$ cat src/logic/pcis_cfg.svh
// Register offsets, field positions and reset values of the input status block.
// Assumes inclusion by bare name from the design module.
`ifndef PCIS_CFG_SVH
`define PCIS_CFG_SVH
`define PCIS_ADDR_STATUS 8'hC1
`define PCIS_ADDR_THRESH 8'hE4
`define PCIS_THRESH_RESET 8'h01
`define PCIS_STATUS_RESET 8'h00
`define PCIS_TH_HI_MSB 7
`define PCIS_TH_HI_LSB 6
`define PCIS_TH_LO_MSB 5
`define PCIS_TH_LO_LSB 4
`define PCIS_TH_FORCE_PULLDOWN 3
`define PCIS_TH_PUP 2
`define PCIS_TH_READ_VALID 0
`define PCIS_MODE_OFF 2'h0
`define PCIS_MODE_QUAD 2'h3
`endif

$ cat src/logic/pcis_pkg.sv
// Types shared by the input status block.
// Assumes nothing beyond the constants header.
package pcis_pkg;
    // Quadrature position, first bit input 1, second bit input 0
    typedef enum logic [1:0] {
        PCIS_LL = 2'b00,
        PCIS_LH = 2'b01,
        PCIS_HH = 2'b11,
        PCIS_HL = 2'b10
    } pcis_quad_t;
endpackage : pcis_pkg

$ cat src/logic/pcis_status.sv
// Input conditioning and status of a two-input pulse counter.
// Assumes one slow sample clock; comparator outputs arrive from pins.
`include "pcis_cfg.svh"

module pcis_status
    import pcis_pkg::*;
#(
    parameter int DEB_W = 8
) (
    input wire logic clock,
    input wire logic reset,
    input wire logic [7:0] sfr_addr,
    input wire logic sfr_wr,
    input wire logic sfr_rd,
    input wire logic [7:0] sfr_wdata,
    output logic [7:0] sfr_rdata,
    input wire logic rt_other_read,
    input wire logic rt_update,
    input wire logic [1:0] comparator_in,
    input wire logic [1:0] counter_mode_select,
    input wire logic [DEB_W-1:0] high_debounce_count,
    input wire logic [DEB_W-1:0] low_debounce_count,
    input wire logic pullup_duty_phase,
    output logic [1:0] high_threshold_select,
    output logic [1:0] low_threshold_select,
    output logic pulldown_on,
    output logic pullup_on,
    output logic [1:0] integrator_out
);

    localparam int CW = DEB_W + 1;

    // Configuration register fields
    logic [1:0] th_hi;
    logic [1:0] th_lo;
    logic force_pulldown;
    logic force_pullup;
    logic read_valid;
    logic [1:0] next_th_hi;
    logic [1:0] next_th_lo;
    logic next_force_pulldown;
    logic next_force_pullup;
    logic next_read_valid;

    // Register bus decode; reads of the other real-time registers arrive as a strobe
    // from the block that owns them, so one flag covers all six
    logic wr_th;
    logic rd_th;
    logic rd_stat;
    logic rt_read;
    assign wr_th = sfr_wr && (sfr_addr == `PCIS_ADDR_THRESH);
    assign rd_th = sfr_rd && (sfr_addr == `PCIS_ADDR_THRESH);
    assign rd_stat = sfr_rd && (sfr_addr == `PCIS_ADDR_STATUS);
    assign rt_read = rd_stat || rt_other_read;

    // Configuration next values; a torn read beats the self-restore on read
    always_comb begin
        next_th_hi = th_hi;
        next_th_lo = th_lo;
        next_force_pulldown = force_pulldown;
        next_force_pullup = force_pullup;
        next_read_valid = read_valid;
        if (wr_th) begin
            next_th_hi = sfr_wdata[`PCIS_TH_HI_MSB:`PCIS_TH_HI_LSB];
            next_th_lo = sfr_wdata[`PCIS_TH_LO_MSB:`PCIS_TH_LO_LSB];
            next_force_pulldown = sfr_wdata[`PCIS_TH_FORCE_PULLDOWN];
            next_force_pullup = sfr_wdata[`PCIS_TH_PUP];
        end
        if (rd_th) begin
            next_read_valid = 1'b1;
        end
        if (rt_read && rt_update) begin
            next_read_valid = 1'b0;
        end
    end

    // Configuration register; every field resets from the one constant
    // so the fields and the documented reset value cannot drift apart
    always_ff @(posedge clock) begin
        if (reset) begin
            th_hi <= 2'(`PCIS_THRESH_RESET >> `PCIS_TH_HI_LSB);
            th_lo <= 2'(`PCIS_THRESH_RESET >> `PCIS_TH_LO_LSB);
            force_pulldown <= 1'(`PCIS_THRESH_RESET >> `PCIS_TH_FORCE_PULLDOWN);
            force_pullup <= 1'(`PCIS_THRESH_RESET >> `PCIS_TH_PUP);
            read_valid <= 1'(`PCIS_THRESH_RESET >> `PCIS_TH_READ_VALID);
        end else begin
            th_hi <= next_th_hi;
            th_lo <= next_th_lo;
            force_pulldown <= next_force_pulldown;
            force_pullup <= next_force_pullup;
            read_valid <= next_read_valid;
        end
    end

    // Comparator codes go straight to the analog trims
    assign high_threshold_select = th_hi;
    assign low_threshold_select = th_lo;

    // Pull control; pull-down wins so the pad never fights itself
    assign pulldown_on = force_pulldown;
    assign pullup_on = !force_pulldown && (force_pullup || pullup_duty_phase);

    // Mode decode; any non-zero mode runs the integrators,
    // while only code 11 tracks direction and flutter
    logic enabled;
    logic quad;
    assign enabled = counter_mode_select != `PCIS_MODE_OFF;
    assign quad = counter_mode_select == `PCIS_MODE_QUAD;

    // Per input: pin synchroniser, agreement filter and integrator
    logic [1:0] cur;
    genvar gi;
    generate
        for (gi = 0; gi < 2; gi++) begin : g_in
            logic s1;
            logic s2;
            logic s3;
            logic lvl;
            logic out;
            logic [CW-1:0] cnt;
            logic next_lvl;
            logic next_out;
            logic [CW-1:0] next_cnt;
            logic [CW-1:0] limit;

            // Debounce target is the programmed value plus one; the counter is one bit
            // wider than the setting so an all-ones value still has room to reach it.
            // A bouncing pin only delays the flip, it never flips the output early
            always_comb begin
                next_lvl = (s2 == s3) ? s3 : lvl;
                next_out = out;
                next_cnt = cnt;
                limit = out ? CW'(low_debounce_count) + CW'(1)
                            : CW'(high_debounce_count) + CW'(1);
                if (!enabled) begin
                    next_cnt = '0;
                end else if (lvl != out) begin
                    next_cnt = cnt + CW'(1);
                    if (next_cnt >= limit) begin
                        next_out = lvl;
                        next_cnt = '0;
                    end
                end else if (cnt != '0) begin
                    next_cnt = cnt - CW'(1);
                end
            end

            // Synchroniser, agreement filter and integrator registers
            always_ff @(posedge clock) begin
                if (reset) begin
                    s1 <= 1'b0;
                    s2 <= 1'b0;
                    s3 <= 1'b0;
                    lvl <= 1'b0;
                    out <= 1'b0;
                    cnt <= '0;
                end else begin
                    s1 <= comparator_in[gi];
                    s2 <= s1;
                    s3 <= s2;
                    lvl <= next_lvl;
                    out <= next_out;
                    cnt <= next_cnt;
                end
            end

            assign cur[gi] = out;
        end
    endgenerate

    assign integrator_out = cur;

    // Counting state machine and quadrature tracking
    // The state is the last accepted position, so it moves only while counting
    pcis_quad_t state;
    pcis_quad_t next_state;
    logic [1:0] prev;
    logic [1:0] next_prev;
    logic dir;
    logic next_dir;
    logic flutter;
    logic next_flutter;
    logic signed [2:0] fall_diff;
    logic signed [2:0] rise_diff;
    logic signed [2:0] next_fall_diff;
    logic signed [2:0] next_rise_diff;
    logic [1:0] rise;
    logic [1:0] fall;
    pcis_quad_t seen;

    assign rise = cur & ~prev;
    assign fall = ~cur & prev;
    assign seen = pcis_quad_t'(cur);

    // Step of one position in the counter clockwise order
    function automatic pcis_quad_t ccw_step(input pcis_quad_t s);
        unique case (s)
            PCIS_LL: ccw_step = PCIS_LH;
            PCIS_LH: ccw_step = PCIS_HH;
            PCIS_HH: ccw_step = PCIS_HL;
            PCIS_HL: ccw_step = PCIS_LL;
        endcase
    endfunction : ccw_step

    // Edge imbalance of one beyond the normal lead means flutter. In a clean turn one
    // input always leads the other by a single edge, so a lead of two cannot be motion.
    // The flag stays set until quadrature is left, so a short burst is not missed
    always_comb begin
        next_prev = cur;
        next_state = enabled ? seen : state;
        next_dir = dir;
        next_flutter = flutter;
        next_fall_diff = fall_diff;
        next_rise_diff = rise_diff;
        if (!quad) begin
            next_flutter = 1'b0;
            next_fall_diff = 3'sd0;
            next_rise_diff = 3'sd0;
        end else begin
            if (seen == ccw_step(state)) begin
                next_dir = 1'b0;
            end else if (state == ccw_step(seen)) begin
                next_dir = 1'b1;
            end
            if (fall[1] && !fall[0] && fall_diff != 3'sd3) begin
                next_fall_diff = fall_diff + 3'sd1;
            end else if (fall[0] && !fall[1] && fall_diff != -3'sd3) begin
                next_fall_diff = fall_diff - 3'sd1;
            end
            if (rise[1] && !rise[0] && rise_diff != 3'sd3) begin
                next_rise_diff = rise_diff + 3'sd1;
            end else if (rise[0] && !rise[1] && rise_diff != -3'sd3) begin
                next_rise_diff = rise_diff - 3'sd1;
            end
            if (next_fall_diff > 3'sd1 || next_fall_diff < -3'sd1 ||
                next_rise_diff > 3'sd1 || next_rise_diff < -3'sd1) begin
                next_flutter = 1'b1;
            end
        end
    end

    // Quadrature tracking registers
    always_ff @(posedge clock) begin
        if (reset) begin
            prev <= 2'h0;
            state <= PCIS_LL;
            dir <= 1'b0;
            flutter <= 1'b0;
            fall_diff <= 3'sd0;
            rise_diff <= 3'sd0;
        end else begin
            prev <= next_prev;
            state <= next_state;
            dir <= next_dir;
            flutter <= next_flutter;
            fall_diff <= next_fall_diff;
            rise_diff <= next_rise_diff;
        end
    end

    // Read data; status view is live so software sees the last sample
    logic [7:0] status_view;
    logic [7:0] thresh_view;
    logic [7:0] next_rdata;
    assign status_view = {flutter, dir, state, prev, cur};
    assign thresh_view = {th_hi, th_lo, force_pulldown, force_pullup,
                          1'b0, read_valid};

    always_comb begin
        next_rdata = 8'h00;
        if (rd_stat) begin
            next_rdata = status_view;
        end else if (rd_th) begin
            next_rdata = thresh_view;
        end
    end

    // Read data is registered and stands for one cycle, zero otherwise,
    // so a stale value never lingers on the shared data bus
    always_ff @(posedge clock) begin
        if (reset) begin
            sfr_rdata <= `PCIS_STATUS_RESET;
        end else begin
            sfr_rdata <= next_rdata;
        end
    end

endmodule : pcis_status

$ cat config.mk
export PLATFORM = sky130hd
export DESIGN_NAME = pcis_status
export DESIGN_NICKNAME = d
export VERILOG_FILES = /design/src/logic/pcis_pkg.sv /design/src/logic/pcis_status.sv
export VERILOG_INCLUDE_DIRS = /design/src /design/src/logic
export SDC_FILE = /design/constraint.sdc
export NUM_CORES = 1
export LEC_CHECK = 0
export BUFFER_PORTS_ARGS = -buffer_cell sky130_fd_sc_hd__clkbuf_2
export CAP_MARGIN = 15
export CORE_UTILIZATION = 40
export CTS_BUF_LIST = sky130_fd_sc_hd__clkbuf_16
export CTS_CLUSTER_DIAMETER = 60
export DETAILED_ROUTE_END_ITERATION = 10
export SYNTH_ARGS = -nofsm -noshare
export SYNTH_HDL_FRONTEND = slang
export SYNTH_SLANG_ARGS = --single-unit
$ cat constraint.sdc
create_clock -name clock -period 7.7 [get_ports clock]
set_input_delay 0.385 -clock clock [delete_from_list [all_inputs] [get_ports clock]]
set_output_delay 0.385 -clock clock [all_outputs]
set_load 0.005 [all_outputs]
==> flow_metrics.env <==
export IMPL_synth_top_cell_area_share_pct=29.37
export IMPL_netlist_area_um2=3749
export IMPL_cts_root_buf="sky130_fd_sc_hd__clkbuf_16"
export IMPL_start_kind="flip-flop"
export IMPL_clock_tree_buffer_depth=2
export IMPL_core_area_um2=8891
export IMPL_port_buffers=56
export IMPL_worst_hold_path_type="primary input to flip-flop"
export IMPL_skew_ns=0.002999
export IMPL_critPathRequiredTime_ns=7.90
export IMPL_clock_power_share_pct=21.7
export IMPL_synth_seq_area_share_pct=29.37
export IMPL_number_of_setup_buffers_added_after_cts=0
export IMPL_final_layout_size_suffix_gt1_share_pct=16.63
export IMPL_route_final_wire_length_um=8189
export IMPL_synth_enable_flop_cells=0
export IMPL_floorplan_die_height_um=98.81
export IMPL_place_congestion=0.8544
export IMPL_r2r_end="g_in[0].cnt[3]$_SDFFE_PP0P_"
export IMPL_antenna_diode_count=0
export IMPL_top_level_ports=59
export IMPL_overall_power_w=0.001136
export IMPL_grt_use_total_pct=17.19
export IMPL_aggregate_global_routing_overflow=0
export IMPL_syn_avg_cell_area_um2=8.330
export IMPL_share_seq_of_total_power_pct=35.2
export IMPL_via_per_inst=5.389
export IMPL_ys_top_cells_by_area="sky130_fd_sc_hd__dfxtp_1, sky130_fd_sc_hd__ha_1, sky130_fd_sc_hd__xor2_1"
export IMPL_tritoncts="yes"
export IMPL_antenna_violating_nets_post_route=0
export IMPL_cap_viol_max_count=0
export IMPL_crit_top_cell="sky130_fd_sc_hd__a21o_1"
export IMPL_cp_max_fo=11
export IMPL_ir_worst_vdd_v=0.0001777
export IMPL_syn_inst_count=450
export IMPL_synth_async_reset_ratio_pct=0
export IMPL_floorplan_die_area_um2=9762
export IMPL_critical_path_cell_sequence="ha_1 > and3_1 > and3_1 > xor2_1 > ha_1 > a21o_1 > a21o_1 > a21o_1 > a2111oi_4 > a211oi_1 > a211oi_1"
export IMPL_switching_power_w=0.0004316
export IMPL_combinationalPowerShare_pct=43.1
export IMPL_number_of_antenna_violations_at_the_first_check_in_global_routing=0
export IMPL_setup_repair_after_global_routing_missed_its_margin="false"
export IMPL_switching_share_pct=38.00
export IMPL_critical_path_slowest_cell="sky130_fd_sc_hd__a2111oi_4"
export IMPL_setup_reg_to_reg_worst_slack_ns=4.39
export IMPL_worst_path_largest_cell_delay_ns=0.66
export IMPL_grt_pass1_vias=3058
export IMPL_final_hold_violation_count=0
export IMPL_maximum_number_of_pins_on_one_net_before_global_route_repair=33
export IMPL_yosys_most_used_dff="sky130_fd_sc_hd__dfxtp_1"
export IMPL_worst_pin_slew_ns=0.8794
export IMPL_drt_pass1_iter_count=4
export IMPL_worst_setup_hold_path_clk_slew_ns=0.07
export IMPL_setup_tns_after_final_layout_ns=0
export IMPL_worst_endpoint_arrival_ns=3.51
export IMPL_core_rowCount=34
export IMPL_yosys_warnings=0
export IMPL_status="finished clean"
export IMPL_crit_path_end="g_in[0].cnt[3]$_SDFFE_PP0P_"
export IMPL_number_of_levels_in_the_clock_h_tree=2
export IMPL_die_x_um=98.81
export IMPL_cts_resized=0
export IMPL_cellPowerDensity_nw_per_um2=268.2
export IMPL_finalMaxSlewViolations=0
export IMPL_drt_first_iter_violations=145
export IMPL_ys_ff_latch=55
export IMPL_cts_hold_buffers=0
export IMPL_setup_crit_path_kind="flip-flop to flip-flop"
export IMPL_critPathCaptureType="flip-flop"
export IMPL_num_fill_cells=851
export IMPL_leading_cell_type_in_the_layout_fill_and_taps_excluded="sky130_fd_sc_hd__clkbuf_2"
export IMPL_hold_worst_slack_ns=0.3105
export IMPL_placed_cells=594
export IMPL_post_route_min_period_ns=3.309
export IMPL_achievable_frequency_mhz=302.2
export IMPL_power_report_internal_total_w=0.0007042
export IMPL_routed_wire_length_per_instance_um=13.63
export IMPL_final_cell_mix="sky130_fd_sc_hd__clkbuf_2, sky130_fd_sc_hd__dfxtp_1, sky130_fd_sc_hd__nor2_1"
export IMPL_postSynthNetCount=527
export IMPL_reg2reg_from="g_in[0].cnt[0]$_SDFFE_PP0P_"
export IMPL_yosysTopAreaCell="sky130_fd_sc_hd__dfxtp_1"
export IMPL_tritoncts_buffers=5
export IMPL_finalSetupViolations=0
export IMPL_clkSinkCount=55
export IMPL_crit_path_start="g_in[0].cnt[0]$_SDFFE_PP0P_"
export IMPL_finalCritPeriodShare_pct=42.98
export IMPL_remaining_drc_errors=0
export IMPL_layout_area_overhead_vs_synth_pct=12.98
export IMPL_ff2ff_path_depth=11
export IMPL_final_cells=601
export IMPL_yosysUniqueCellTypes=56
export IMPL_hpwl_um=6504
export IMPL_clkLatencyLatePin_ns=0.28
export IMPL_nets=570
export IMPL_maxSlewHeadroom_pct=41.29
export IMPL_leakage_nw=1.812
export IMPL_route_vias_total=3239
export IMPL_initial_standard_cell_utilization_of_the_core_pct=42.16
export IMPL_grt_first_pass_wirelength_um=13890
[registers in the layout, summed over array words and instances (netlist names)]
register,count
fall_diff,3
high_threshold_select,2
state,2
read_valid,1
g_in.out,2
pulldown_on,1
g_in.lvl,2
prev,2
g_in.s3,2
g_in.s2,2
flutter,1
g_in.s1,2
dir,1
sfr_rdata,8
rise_diff,3
g_in.cnt,18
low_threshold_select,2
force_pullup,1
[kinds of logic (layout without fill, tap and decap cells)]
kind of cell,after synthesis,count (layout),share of synthesized area (%)
AO/OA/AOI/OAI,103,103,18.56
XOR/XNOR,41,41,9.580
flip-flops,55,55,29.37
AND/OR/NAND/NOR,169,169,23.33
multiplexers,14,14,3.872
buffers and inverters,34,77,3.939
adder cells (fa/ha/maj),34,34,11.35
[power by group through the flow]
stage,logic [W],registers (W),clock network [W]
6_report,0.000489,0.000400,0.000247
5_1_grt,0.000561,0.000408,0.000265
4_1_cts,0.000489,0.000398,0.000254
3_5_place_dp,0.000486,0.000405,0
3_3_place_gp,0.000476,0.000403,0
2_1_floorplan,0.000423,0.000365,0
[cell type report]
type / instances / area (um^2) / area share (%)
clock buffers: 5 / 125.1 / 2.954
clock inverters: 2 / 37.54 / 0.8863
inverters: 13 / 48.80 / 1.152
multi-input cells: 361 / 2500 / 59.03
flip-flops and latches: 55 / 1101 / 26.00
well taps: 108 / 135.1 / 3.191
repair buffers: 57 / 287.8 / 6.795
[worst min path at each step]
stage / start / end / slack, ns / cells after the start
final: comparator_in[1] / g_in[1].s1$_SDFF_PP0_ / 0.31 / 2
after global routing: comparator_in[0] / g_in[0].s1$_SDFF_PP0_ / 0.33 / 2
after CTS: comparator_in[1] / g_in[1].s1$_SDFF_PP0_ / 0.31 / 2
after detailed placement: g_in[0].s1$_SDFF_PP0_ / g_in[0].s2$_SDFF_PP0_ / 0.43 / 1
after global placement: g_in[0].s1$_SDFF_PP0_ / g_in[0].s2$_SDFF_PP0_ / 0.43 / 1
after floorplan: g_in[0].s1$_SDFF_PP0_ / g_in[0].s2$_SDFF_PP0_ / 0.41 / 1
[synthesized netlist by cell type (all sizes together), types with 2 or more instances]
master	number
a31oi	6
or3	4
o21ai	28
nand2b	5
nand3b	3
o31ai	2
buf	8
nand3	21
and4	2
xor2	26
a211oi	7
a311oi	2
nor2b	13
a221oi	4
nor2	43
dfxtp	55
xnor2	15
mux2i	10
mux2	4
a21oi	21
and3	11
and2	4
or2	2
clkbuf	13
ha	34
inv	13
nand4b	2
a21o	8
nor4	6
nand4	5
o21a	3
nand2	35
nor3	13
a22oi	12
[metal layers]
layer,GRT usage [%],part of all wire (%),vias to the layer above
met4,3.674,0.82,0
li1,-,-,1697
met2,28.62,46,39
met3,2.340,2.4,4
met5,0,0,-
met1,23.69,51,1499
[stage by stage]
step	area [um^2]	utilization (%)	setup slack, ns
6_report	4235	47.64	4.391
5_1_grt	4235	47.64	4.168
4_1_cts	4235	47.64	4.374
3_5_place_dp	4073	45.81	4.313
3_3_place_gp	4073	45.81	4.298
2_1_floorplan	3749	-	4.902
[critical path: cells and delay by family, from the launching register on]
family	cells	cell delay (ns)
AO/OA/AOI/OAI	6	1.60
adder cells (fa/ha/maj)	2	0.49
flip-flops	1	0.47
XOR/XNOR	1	0.19
AND/OR/NAND/NOR	2	0.47
No activity file was read; power rests on OpenSTA's default activity.
